**src/gdsc_regs.svh**
```systemverilog
// register offsets, status layout and timing counts for the gate driver core
// How it works
// - sleep pin low or reset: sleep, all off
// - sleep holds gates with passive pull-downs
// - awake and supply good: standby after wake delay
// - pump and drivers off until supply undervoltage clears
// - standby takes programming, reports faults, no driving
// - operating state when both supply conditions hold
// - drivers start only after enable bit set
// - pin variant enables drivers automatically when operating
// - driver-off pin pulls gates down, no fault
// - thermal shutdown latches, disables pump, sense, gates
// - serial port is only a target
// - frame is command byte then data byte
// - reply carries status byte first, then data
// - controller keeps clock low at select edges
// - controller raises select between words
// - select high ignores clock, data out released
// - sample on falling edge, launch on rising
// - most significant bit first both ways
// - clock count not sixteen discards the frame
// - bit15 zero, bit14 read flag, address, data
// - write replies zeros, read replies register contents
`ifndef GDSC_REGS_SVH
`define GDSC_REGS_SVH
`define GDSC_FRAME_BITS 5'd16
`define GDSC_RW_BIT 14
`define GDSC_ADDR_HI 13
`define GDSC_ADDR_LO 8
`define GDSC_ADDR_STAT1 6'h00
`define GDSC_ADDR_STAT2 6'h02
`define GDSC_ADDR_CTRL 6'h04
`define GDSC_CTRL_RESET 8'h00
`define GDSC_CTRL_EN_BIT 7
`define GDSC_CTRL_CLR_BIT 0
`define GDSC_STAT2_THERMAL_SHUTDOWN_FLAG_BIT 3
`define GDSC_STAT2_CNT_BIT 1
`define GDSC_WAKE_NS 1000
`define GDSC_CLK_NS 50
`define GDSC_WAKE_CYC ((`GDSC_WAKE_NS + `GDSC_CLK_NS - 1) / `GDSC_CLK_NS)
`define GDSC_SCLK_DIV 4
`endif

```
**src/gdsc_pkg.sv**
```systemverilog
// types shared by both ends
package gdsc_pkg;
  typedef enum logic [1:0] {GDSC_SLEEP, GDSC_WAKE, GDSC_STANDBY, GDSC_OPER} gdsc_state_e;
  typedef logic [15:0] gdsc_word_t;
endpackage : gdsc_pkg

```
**src/gdsc_link_if.sv**
```systemverilog
// serial link between controller and gate driver
`timescale 1ns/100ps
interface gdsc_link_if;
  logic sclk;
  logic cs_n;
  logic sdi;
  logic sdo;
  logic sdo_oe;
  modport device (input sclk, input cs_n, input sdi, output sdo, output sdo_oe);
  modport host (output sclk, output cs_n, output sdi, input sdo, input sdo_oe);
endinterface : gdsc_link_if

```
**src/gdsc_device.sv**
```systemverilog
// gate driver control core: power states, fault response and serial target
`timescale 1ns/100ps
`include "gdsc_regs.svh"
module gdsc_device (
  // clock and reset
  input wire logic ref_clk_i,
  input wire logic resetn_i,
  // serial link
  gdsc_link_if.device link,
  // supplies and pins
  input wire logic sleep_request_n_i,
  input wire logic logic_supply_ok_i,
  input wire logic power_supply_ok_i,
  input wire logic driver_off_pin_i,
  input wire logic thermal_shutdown_i,
  input wire logic pin_variant_i,
  // outputs
  output logic gate_drive_o,
  output logic gate_pulldown_o,
  output logic gate_semi_pulldown_o,
  output logic charge_pump_en_o,
  output logic current_sense_en_o,
  output logic fault_out_n_o,
  output gdsc_pkg::gdsc_state_e state_o
);
  import gdsc_pkg::*;
  gdsc_state_e state;
  logic [4:0] wake_cnt;
  logic [2:0] sclk_s, cs_s, sdi_s;
  logic [4:0] bit_cnt;
  gdsc_word_t rx, tx;
  logic [7:0] ctrl;
  logic thermal_shutdown_flag, clock_count_error_flag, cs_prev;
  logic awake, sclk_rise, sclk_fall, cs_low, frame_end, frame_ok;
  // only a change agreed by stages two and three counts
  always_ff @(posedge ref_clk_i) begin
    if (!resetn_i) begin
      sclk_s <= 3'h0;
      cs_s <= 3'h7;
      sdi_s <= 3'h0;
    end else begin
      sclk_s <= {sclk_s[1:0], link.sclk};
      cs_s <= {cs_s[1:0], link.cs_n};
      sdi_s <= {sdi_s[1:0], link.sdi};
    end
  end
  assign cs_low = !cs_s[1] && !cs_s[2];
  assign sclk_rise = cs_low && sclk_s[1] && !sclk_s[2];
  assign sclk_fall = cs_low && !sclk_s[1] && sclk_s[2];
  always_ff @(posedge ref_clk_i) begin
    if (!resetn_i) cs_prev <= 1'b1;
    else cs_prev <= cs_low ? 1'b0 : (cs_s[1] && cs_s[2]) ? 1'b1 : cs_prev;
  end
  assign frame_end = !cs_prev && cs_s[1] && cs_s[2];
  assign frame_ok = frame_end && bit_cnt == `GDSC_FRAME_BITS && !rx[15];
  assign awake = sleep_request_n_i && logic_supply_ok_i;
  // power state sequencer
  always_ff @(posedge ref_clk_i) begin
    if (!resetn_i) begin
      state <= GDSC_SLEEP;
      wake_cnt <= 5'h00;
    end else if (!awake) begin
      state <= GDSC_SLEEP;
      wake_cnt <= 5'h00;
    end else begin
      unique case (state)
        GDSC_SLEEP: state <= GDSC_WAKE;
        GDSC_WAKE: begin
          wake_cnt <= wake_cnt + 5'h01;
          if (wake_cnt == 5'(`GDSC_WAKE_CYC - 1)) state <= GDSC_STANDBY;
        end
        GDSC_STANDBY: if (power_supply_ok_i) state <= GDSC_OPER;
        GDSC_OPER: if (!power_supply_ok_i) state <= GDSC_STANDBY;
      endcase
    end
  end
  // serial receive and transmit shift, core active only when awake
  always_ff @(posedge ref_clk_i) begin
    if (!resetn_i || state == GDSC_SLEEP || state == GDSC_WAKE) begin
      bit_cnt <= 5'h00;
      rx <= 16'h0000;
      tx <= 16'h0000;
    end else if (cs_s[1] && cs_s[2]) begin
      bit_cnt <= 5'h00;
      tx <= {2'h3, !fault_out_n_o, 4'h0, thermal_shutdown_flag, 8'h00};
    end else if (sclk_fall) begin
      rx <= {rx[14:0], sdi_s[2]};
      if (bit_cnt != 5'h1F) bit_cnt <= bit_cnt + 5'h01;
      // after seven shifts the report byte must sit just below the outgoing bit
      if (bit_cnt == 5'd7) tx[14:7] <= rx[5] ? rd_data({rx[4:0], sdi_s[2]}) : 8'h00;
    end else if (sclk_rise && bit_cnt != 5'h00) begin
      tx <= {tx[14:0], 1'b0};
    end
  end
  function automatic logic [7:0] rd_data(input logic [5:0] a);
    unique case (a)
      `GDSC_ADDR_STAT1: rd_data = {2'h3, !fault_out_n_o, 4'h0, thermal_shutdown_flag};
      `GDSC_ADDR_STAT2: rd_data = {4'h0, thermal_shutdown_flag, 1'b0, clock_count_error_flag, 1'b0};
      `GDSC_ADDR_CTRL: rd_data = ctrl;
      default: rd_data = 8'h00;
    endcase
  endfunction : rd_data
  // control register: writes taken only on a whole frame
  always_ff @(posedge ref_clk_i) begin
    if (!resetn_i || state == GDSC_SLEEP) ctrl <= `GDSC_CTRL_RESET;
    else if (frame_ok && !rx[`GDSC_RW_BIT] && rx[`GDSC_ADDR_HI:`GDSC_ADDR_LO] == `GDSC_ADDR_CTRL)
      ctrl <= {rx[7:1], 1'b0};
  end
  wire clr_req = frame_ok && !rx[`GDSC_RW_BIT] && rx[`GDSC_ADDR_HI:`GDSC_ADDR_LO] == `GDSC_ADDR_CTRL
    && rx[`GDSC_CTRL_CLR_BIT];
  // set wins over clear
  always_ff @(posedge ref_clk_i) begin
    if (!resetn_i || state == GDSC_SLEEP) thermal_shutdown_flag <= 1'b0;
    else if (thermal_shutdown_i) thermal_shutdown_flag <= 1'b1;
    else if (clr_req) thermal_shutdown_flag <= 1'b0;
  end
  always_ff @(posedge ref_clk_i) begin
    if (!resetn_i || state == GDSC_SLEEP) clock_count_error_flag <= 1'b0;
    else if (frame_end && bit_cnt != `GDSC_FRAME_BITS) clock_count_error_flag <= 1'b1;
    else if (clr_req) clock_count_error_flag <= 1'b0;
  end
  // outputs from flip-flops
  always_ff @(posedge ref_clk_i) begin
    if (!resetn_i) begin
      gate_drive_o <= 1'b0;
      gate_pulldown_o <= 1'b1;
      gate_semi_pulldown_o <= 1'b0;
      charge_pump_en_o <= 1'b0;
      current_sense_en_o <= 1'b0;
      fault_out_n_o <= 1'b1;
      state_o <= GDSC_SLEEP;
      link.sdo <= 1'b0;
      link.sdo_oe <= 1'b0;
    end else begin
      gate_drive_o <= state == GDSC_OPER && (ctrl[`GDSC_CTRL_EN_BIT] || pin_variant_i)
        && !driver_off_pin_i && !thermal_shutdown_flag;
      gate_pulldown_o <= state == GDSC_SLEEP || driver_off_pin_i;
      gate_semi_pulldown_o <= thermal_shutdown_flag || state == GDSC_STANDBY;
      charge_pump_en_o <= state == GDSC_OPER && !thermal_shutdown_flag;
      current_sense_en_o <= state == GDSC_OPER && !thermal_shutdown_flag;
      fault_out_n_o <= !thermal_shutdown_flag;
      state_o <= state;
      link.sdo <= tx[15];
      link.sdo_oe <= cs_low;
    end
  end
endmodule : gdsc_device

```
**src/flat_wrapper.sv**
```systemverilog
// flat-port wrapper written by rule: the top's interface ports become plain ports
module gdsc_device_flat import gdsc_pkg::*;
  (ref_clk_i, resetn_i, sleep_request_n_i, logic_supply_ok_i, power_supply_ok_i, driver_off_pin_i, thermal_shutdown_i, pin_variant_i, gate_drive_o, gate_pulldown_o, gate_semi_pulldown_o, charge_pump_en_o, current_sense_en_o, fault_out_n_o, state_o, link_sclk, link_cs_n, link_sdi, link_sdo, link_sdo_oe);
  gdsc_link_if link_i ();
  input wire logic ref_clk_i;
  input wire logic resetn_i;
  input wire logic sleep_request_n_i;
  input wire logic logic_supply_ok_i;
  input wire logic power_supply_ok_i;
  input wire logic driver_off_pin_i;
  input wire logic thermal_shutdown_i;
  input wire logic pin_variant_i;
  output logic gate_drive_o;
  output logic gate_pulldown_o;
  output logic gate_semi_pulldown_o;
  output logic charge_pump_en_o;
  output logic current_sense_en_o;
  output logic fault_out_n_o;
  output gdsc_pkg::gdsc_state_e state_o;
  input wire logic [$bits(link_i.sclk)-1:0] link_sclk;
  input wire logic [$bits(link_i.cs_n)-1:0] link_cs_n;
  input wire logic [$bits(link_i.sdi)-1:0] link_sdi;
  output wire logic [$bits(link_i.sdo)-1:0] link_sdo;
  output wire logic [$bits(link_i.sdo_oe)-1:0] link_sdo_oe;
  assign link_i.sclk = link_sclk;
  assign link_i.cs_n = link_cs_n;
  assign link_i.sdi = link_sdi;
  assign link_sdo = link_i.sdo;
  assign link_sdo_oe = link_i.sdo_oe;
  gdsc_device u_core (.ref_clk_i(ref_clk_i), .resetn_i(resetn_i), .link(link_i), .sleep_request_n_i(sleep_request_n_i), .logic_supply_ok_i(logic_supply_ok_i), .power_supply_ok_i(power_supply_ok_i), .driver_off_pin_i(driver_off_pin_i), .thermal_shutdown_i(thermal_shutdown_i), .pin_variant_i(pin_variant_i), .gate_drive_o(gate_drive_o), .gate_pulldown_o(gate_pulldown_o), .gate_semi_pulldown_o(gate_semi_pulldown_o), .charge_pump_en_o(charge_pump_en_o), .current_sense_en_o(current_sense_en_o), .fault_out_n_o(fault_out_n_o), .state_o(state_o));
endmodule
```
**config.mk**
```make
export PLATFORM = sky130hd
export DESIGN_NAME = gdsc_device_flat
export DESIGN_NICKNAME = d
export VERILOG_FILES = /design/src/gdsc_pkg.sv /design/src/gdsc_link_if.sv /design/src/gdsc_device.sv /design/src/flat_wrapper.sv
export VERILOG_INCLUDE_DIRS = /design/src /design/src/src
export SDC_FILE = /design/constraint.sdc
export NUM_CORES = 1
export LEC_CHECK = 0
export ABC_CLOCK_PERIOD_IN_PS = 1900
export BUFFER_PORTS_ARGS = -buffer_cell sky130_fd_sc_hd__buf_2
export CORE_UTILIZATION = 45
export CTS_BUF_LIST = sky130_fd_sc_hd__clkbuf_8 sky130_fd_sc_hd__clkbuf_16
export CTS_CLUSTER_SIZE = 12
export DETAILED_ROUTE_END_ITERATION = 10
export PLACE_DENSITY_LB_ADDON = 0.08
export SLEW_MARGIN = 25
export SYNTH_ARGS = -nofsm -noshare
export SYNTH_HDL_FRONTEND = slang
export SYNTH_SLANG_ARGS = --single-unit
```
**constraint.sdc**
```tcl
create_clock -name ref_clk_i -period 1.9 [get_ports ref_clk_i]
set_input_delay 0.095 -clock ref_clk_i [delete_from_list [all_inputs] [get_ports ref_clk_i]]
set_output_delay 0.095 -clock ref_clk_i [all_outputs]
set_load 0.02 [all_outputs]
```
==> metrics.txt <==
Worst path depth=7; Gate Count Post-Synth=about 280; GRT Overall Usage=18.97%; non-filler cells, final=394; drt total wl=5302 um; ys flop type=dfxtp_1; Worst IR Drop VDD=0.3680 mV; final hold vios=0; number of CTS-inserted buffers=9; Fmax=0.5659 GHz; H-tree depth=3; DP Cell Count=372; die width=between 70 and 80 um; sequential area share after synthesis=a little under 50%; drt first pass iters=4; post-DR vias/cell=~5.2; CP endpoint=u_core.bit_cnt[3]; root buffer selected by CTS=clkbuf_8; syn_nets=roughly 300; Vias=2066; hpwl dp=~3600 um; CP Capture Type=flop; Max Cap Viol=0; CP Data Required Time=2110 ps; Bufs on Longest Clock Path=2; core footprint=~0.0056 mm2; #FFs+latches synth=65; die area=about 0.0061 mm2; Slew HR=67.18%; Worst setup startpoint=u_core.bit_cnt[0]; worst-case reg-to-reg path depth=7; final setup vio count=0; DRC violations left=0; initial antenna violation count=0; first-pass GRT wire length=between 8000 and 9000 um; layout cells sized above 1=17.08%; Netlist cell types=46; worst hold path type=in -> reg; Worst Setup Path Type=reg -> reg; CTS clk-pin slew, worst paths=60 ps; Cell Area, Synth=0.002624 mm2; ANT cells=0; run status=finished, final reports clean; sinks on the clock net=65; setup TNS=0 ps; critical path's largest stage delay=360 ps; Critical Path Fanout Max=5; Iteration-0 DRC Markers=146; input/output buffers=20; pins over their slew limit=0; Synth Area in Simple Gates=23.65%; CP Buf/Inv Count=0; pin count of the biggest net entering global routing=23; CP startpoint kind=flop; Area Growth Syn to Fin=17.98%; min Tclk post-route=1767 ps; wire length per cell=13.46 um; Design Power=2.600 mW; reg2reg setup slack=~130 ps; worst path arrival time=1980 ps; Final Wtd Congestion=0.7928; Top cell by count, worst path=ha_1; remaining global-route overflow=0; row cnt=27; xor and xnor area share after synthesis=2.337%; Boundary Pins=21; Initial Util=between 40 and 50%; compound-cell area share of the yosys netlist=14.31%; Slowest cell on crit path=and4bb_2; Final nets=335; Filler cells=540; ys async rst share=0%; fin crit share=around 93%; RSZ-0062 raised after global routing=false; CP delay by family, top=simple AND/OR/NAND/NOR gates; Ys Warns=0; crit-path cells=ha_1 -> and3_1 -> ha_1 -> and4bb_2 -> nand4_1 -> xor2_1 -> nor2_1; Die Ht=78.36 um; DRT antenna net count=0; vias in the first global route=1878; latest clock arrival within the worst-skew pair=about 330 ps; adder-cell share of the synthesized area=2.861%; PwrDens=839.9 mW/mm2; Mapped Avg Cell Area=9.304 um2; mux contribution to synthesized area=3.815%; Pleak=between 1 and 1.5 nW; Worst-Margin Slew=479.9 ps; reg2reg start=u_core.bit_cnt[0]; largest family of logic cells by synthesized area=simple AND/OR/NAND/NOR gates; FF-to-FF End=u_core.bit_cnt[3]; Max Clock Skew=3.565 ps; Post-synth EDFFs=0; TritonCTS clock tree=done
how the worst min path moves through the flow:
| stage | cells past startpoint | end | slack, ps | start |
|---|---|---|---|---|
| 2_1_floorplan | 1 | u_core.gate_drive_o | 170 | driver_off_pin_i |
| 3_3_place_gp | 2 | u_core.gate_drive_o | 270 | driver_off_pin_i |
| 3_5_place_dp | 2 | u_core.gate_drive_o | 280 | driver_off_pin_i |
| 4_1_cts | 3 | u_core.gate_drive_o | 10 | pin_variant_i |
| 5_1_grt | 3 | u_core.gate_drive_o | 30 | pin_variant_i |
| 6_report | 3 | u_core.gate_drive_o | 30 | pin_variant_i |
synthesized netlist by cell type (2+ instances only):
cell type / number / area, um2
ha_1: 6 / 75.07
o2111ai_1: 3 / 26.28
nand3_1: 3 / 15.01
o21ai_0: 7 / 35.03
nand4_1: 6 / 37.54
nor3b_1: 2 / 15.01
xor2_1: 5 / 43.79
buf_2: 3 / 15.01
nor2_1: 23 / 86.33
and2_1: 11 / 68.82
inv_1: 11 / 41.29
nor4_1: 2 / 12.51
a211oi_2: 3 / 37.54
mux2i_1: 10 / 100.1
and4bb_2: 2 / 25.02
nor2b_1: 3 / 18.77
xnor2_1: 2 / 17.52
a32oi_1: 2 / 17.52
nand2b_1: 5 / 31.28
nand2_1: 42 / 157.7
a21oi_1: 29 / 145.1
dfxtp_1: 65 / 1301
a211oi_1: 3 / 22.52
nand3b_1: 4 / 30.03
nor4b_1: 3 / 26.28
clkbuf_1: 7 / 26.28
stage by stage:
step / utilization, % / instance area, um2 / hold WS [ps] / setup slack, ps
after global routing: 55.53 / 3095 / 29.64 / 13.87
after detailed placement: 50.82 / 2833 / 284.3 / 145.0
after floorplan: - / 2624 / 171.1 / 254.3
final: 55.53 / 3095 / 31.61 / 133.1
after global placement: 50.82 / 2833 / 273.8 / 145.6
after CTS: 55.40 / 3088 / 11.93 / 130.9
metal layers:
metal  vias to the layer above  global-route usage, %  share of wire [%]
met5                         -                      0                  0
met4                         0                  10.00                2.0
met3                        11                  4.419                3.4
met2                        37                  27.46                 43
met1                       962                  26.05                 52
li1                       1056                      -                  -
registers in the layout, summed over array words and instances (netlist names), 2 cells and up:
register and cells:
u_core.cs_s 3, u_core.state 2, u_core.rx 16, u_core.wake_cnt 5, u_core.bit_cnt 5, u_core.sclk_s 3, u_core.sdi_s 3, u_core.tx 9
u_core.state_o 2, u_core.ctrl 7
cell usage in the layout, fill, tap and decap left out, types with 3 or more instances in the layout:
cell / Yosys / routed
a211oi_1: 3 / 3
a211oi_2: 3 / 3
a21oi_1: 29 / 29
and2_1: 11 / 11
buf_2: 3 / 20
buf_4: 1 / 10
clkbuf_8: 0 / 11
dfxtp_1: 65 / 65
dlygate4sd3_1: 0 / 6
ha_1: 6 / 6
inv_1: 11 / 12
mux2i_1: 10 / 10
nand2_1: 42 / 42
nand2b_1: 5 / 5
nand3_1: 3 / 3
nand3b_1: 4 / 4
nand4_1: 6 / 6
nor2_1: 23 / 23
nor2b_1: 3 / 3
nor4b_1: 3 / 3
o2111ai_1: 3 / 3
o21ai_0: 7 / 7
xor2_1: 5 / 5
cells by family (layout without fill, tap and decap cells):
group / count (synthesis) / count (layout)
flops: 65 / 65
simple gates: 115 / 115
mux: 10 / 10
xor+xnor: 7 / 7
fa+ha+maj: 6 / 6
compound gates: 57 / 57
buf+inv: 22 / 62
cell type report:
type	count	area [um2]	area share (%)
Clock buffer	11	151.4	4.891
Timing Repair Buffer	36	235.2	7.599
Inverter	11	41.29	1.334
Sequential cell	65	1301	42.04
Tap cell	72	90.09	2.910
Multi-Input combinational cell	195	1232	39.81
Clock inverter	4	43.79	1.415
worst min-delay path, stage by stage:
cell,delay [ps]
buf_2,100
nor2_1,80
nor3b_1,50
timing repair:
item	4_1_cts	5_1_grt
setup buffers	0	1
gates resized for setup	0	0
hold endpoints to repair	7	0
endpoints found under the setup margin	0	3
hold buffers	6	0
report_power, final:
group,internal [mW],switching (mW)
clock,0.661,0.498
sequential,1.37,0.00774
combinational,0.0316,0.0287
total,2.07,0.534
Note: power is estimated with default switching activity, not from simulation.
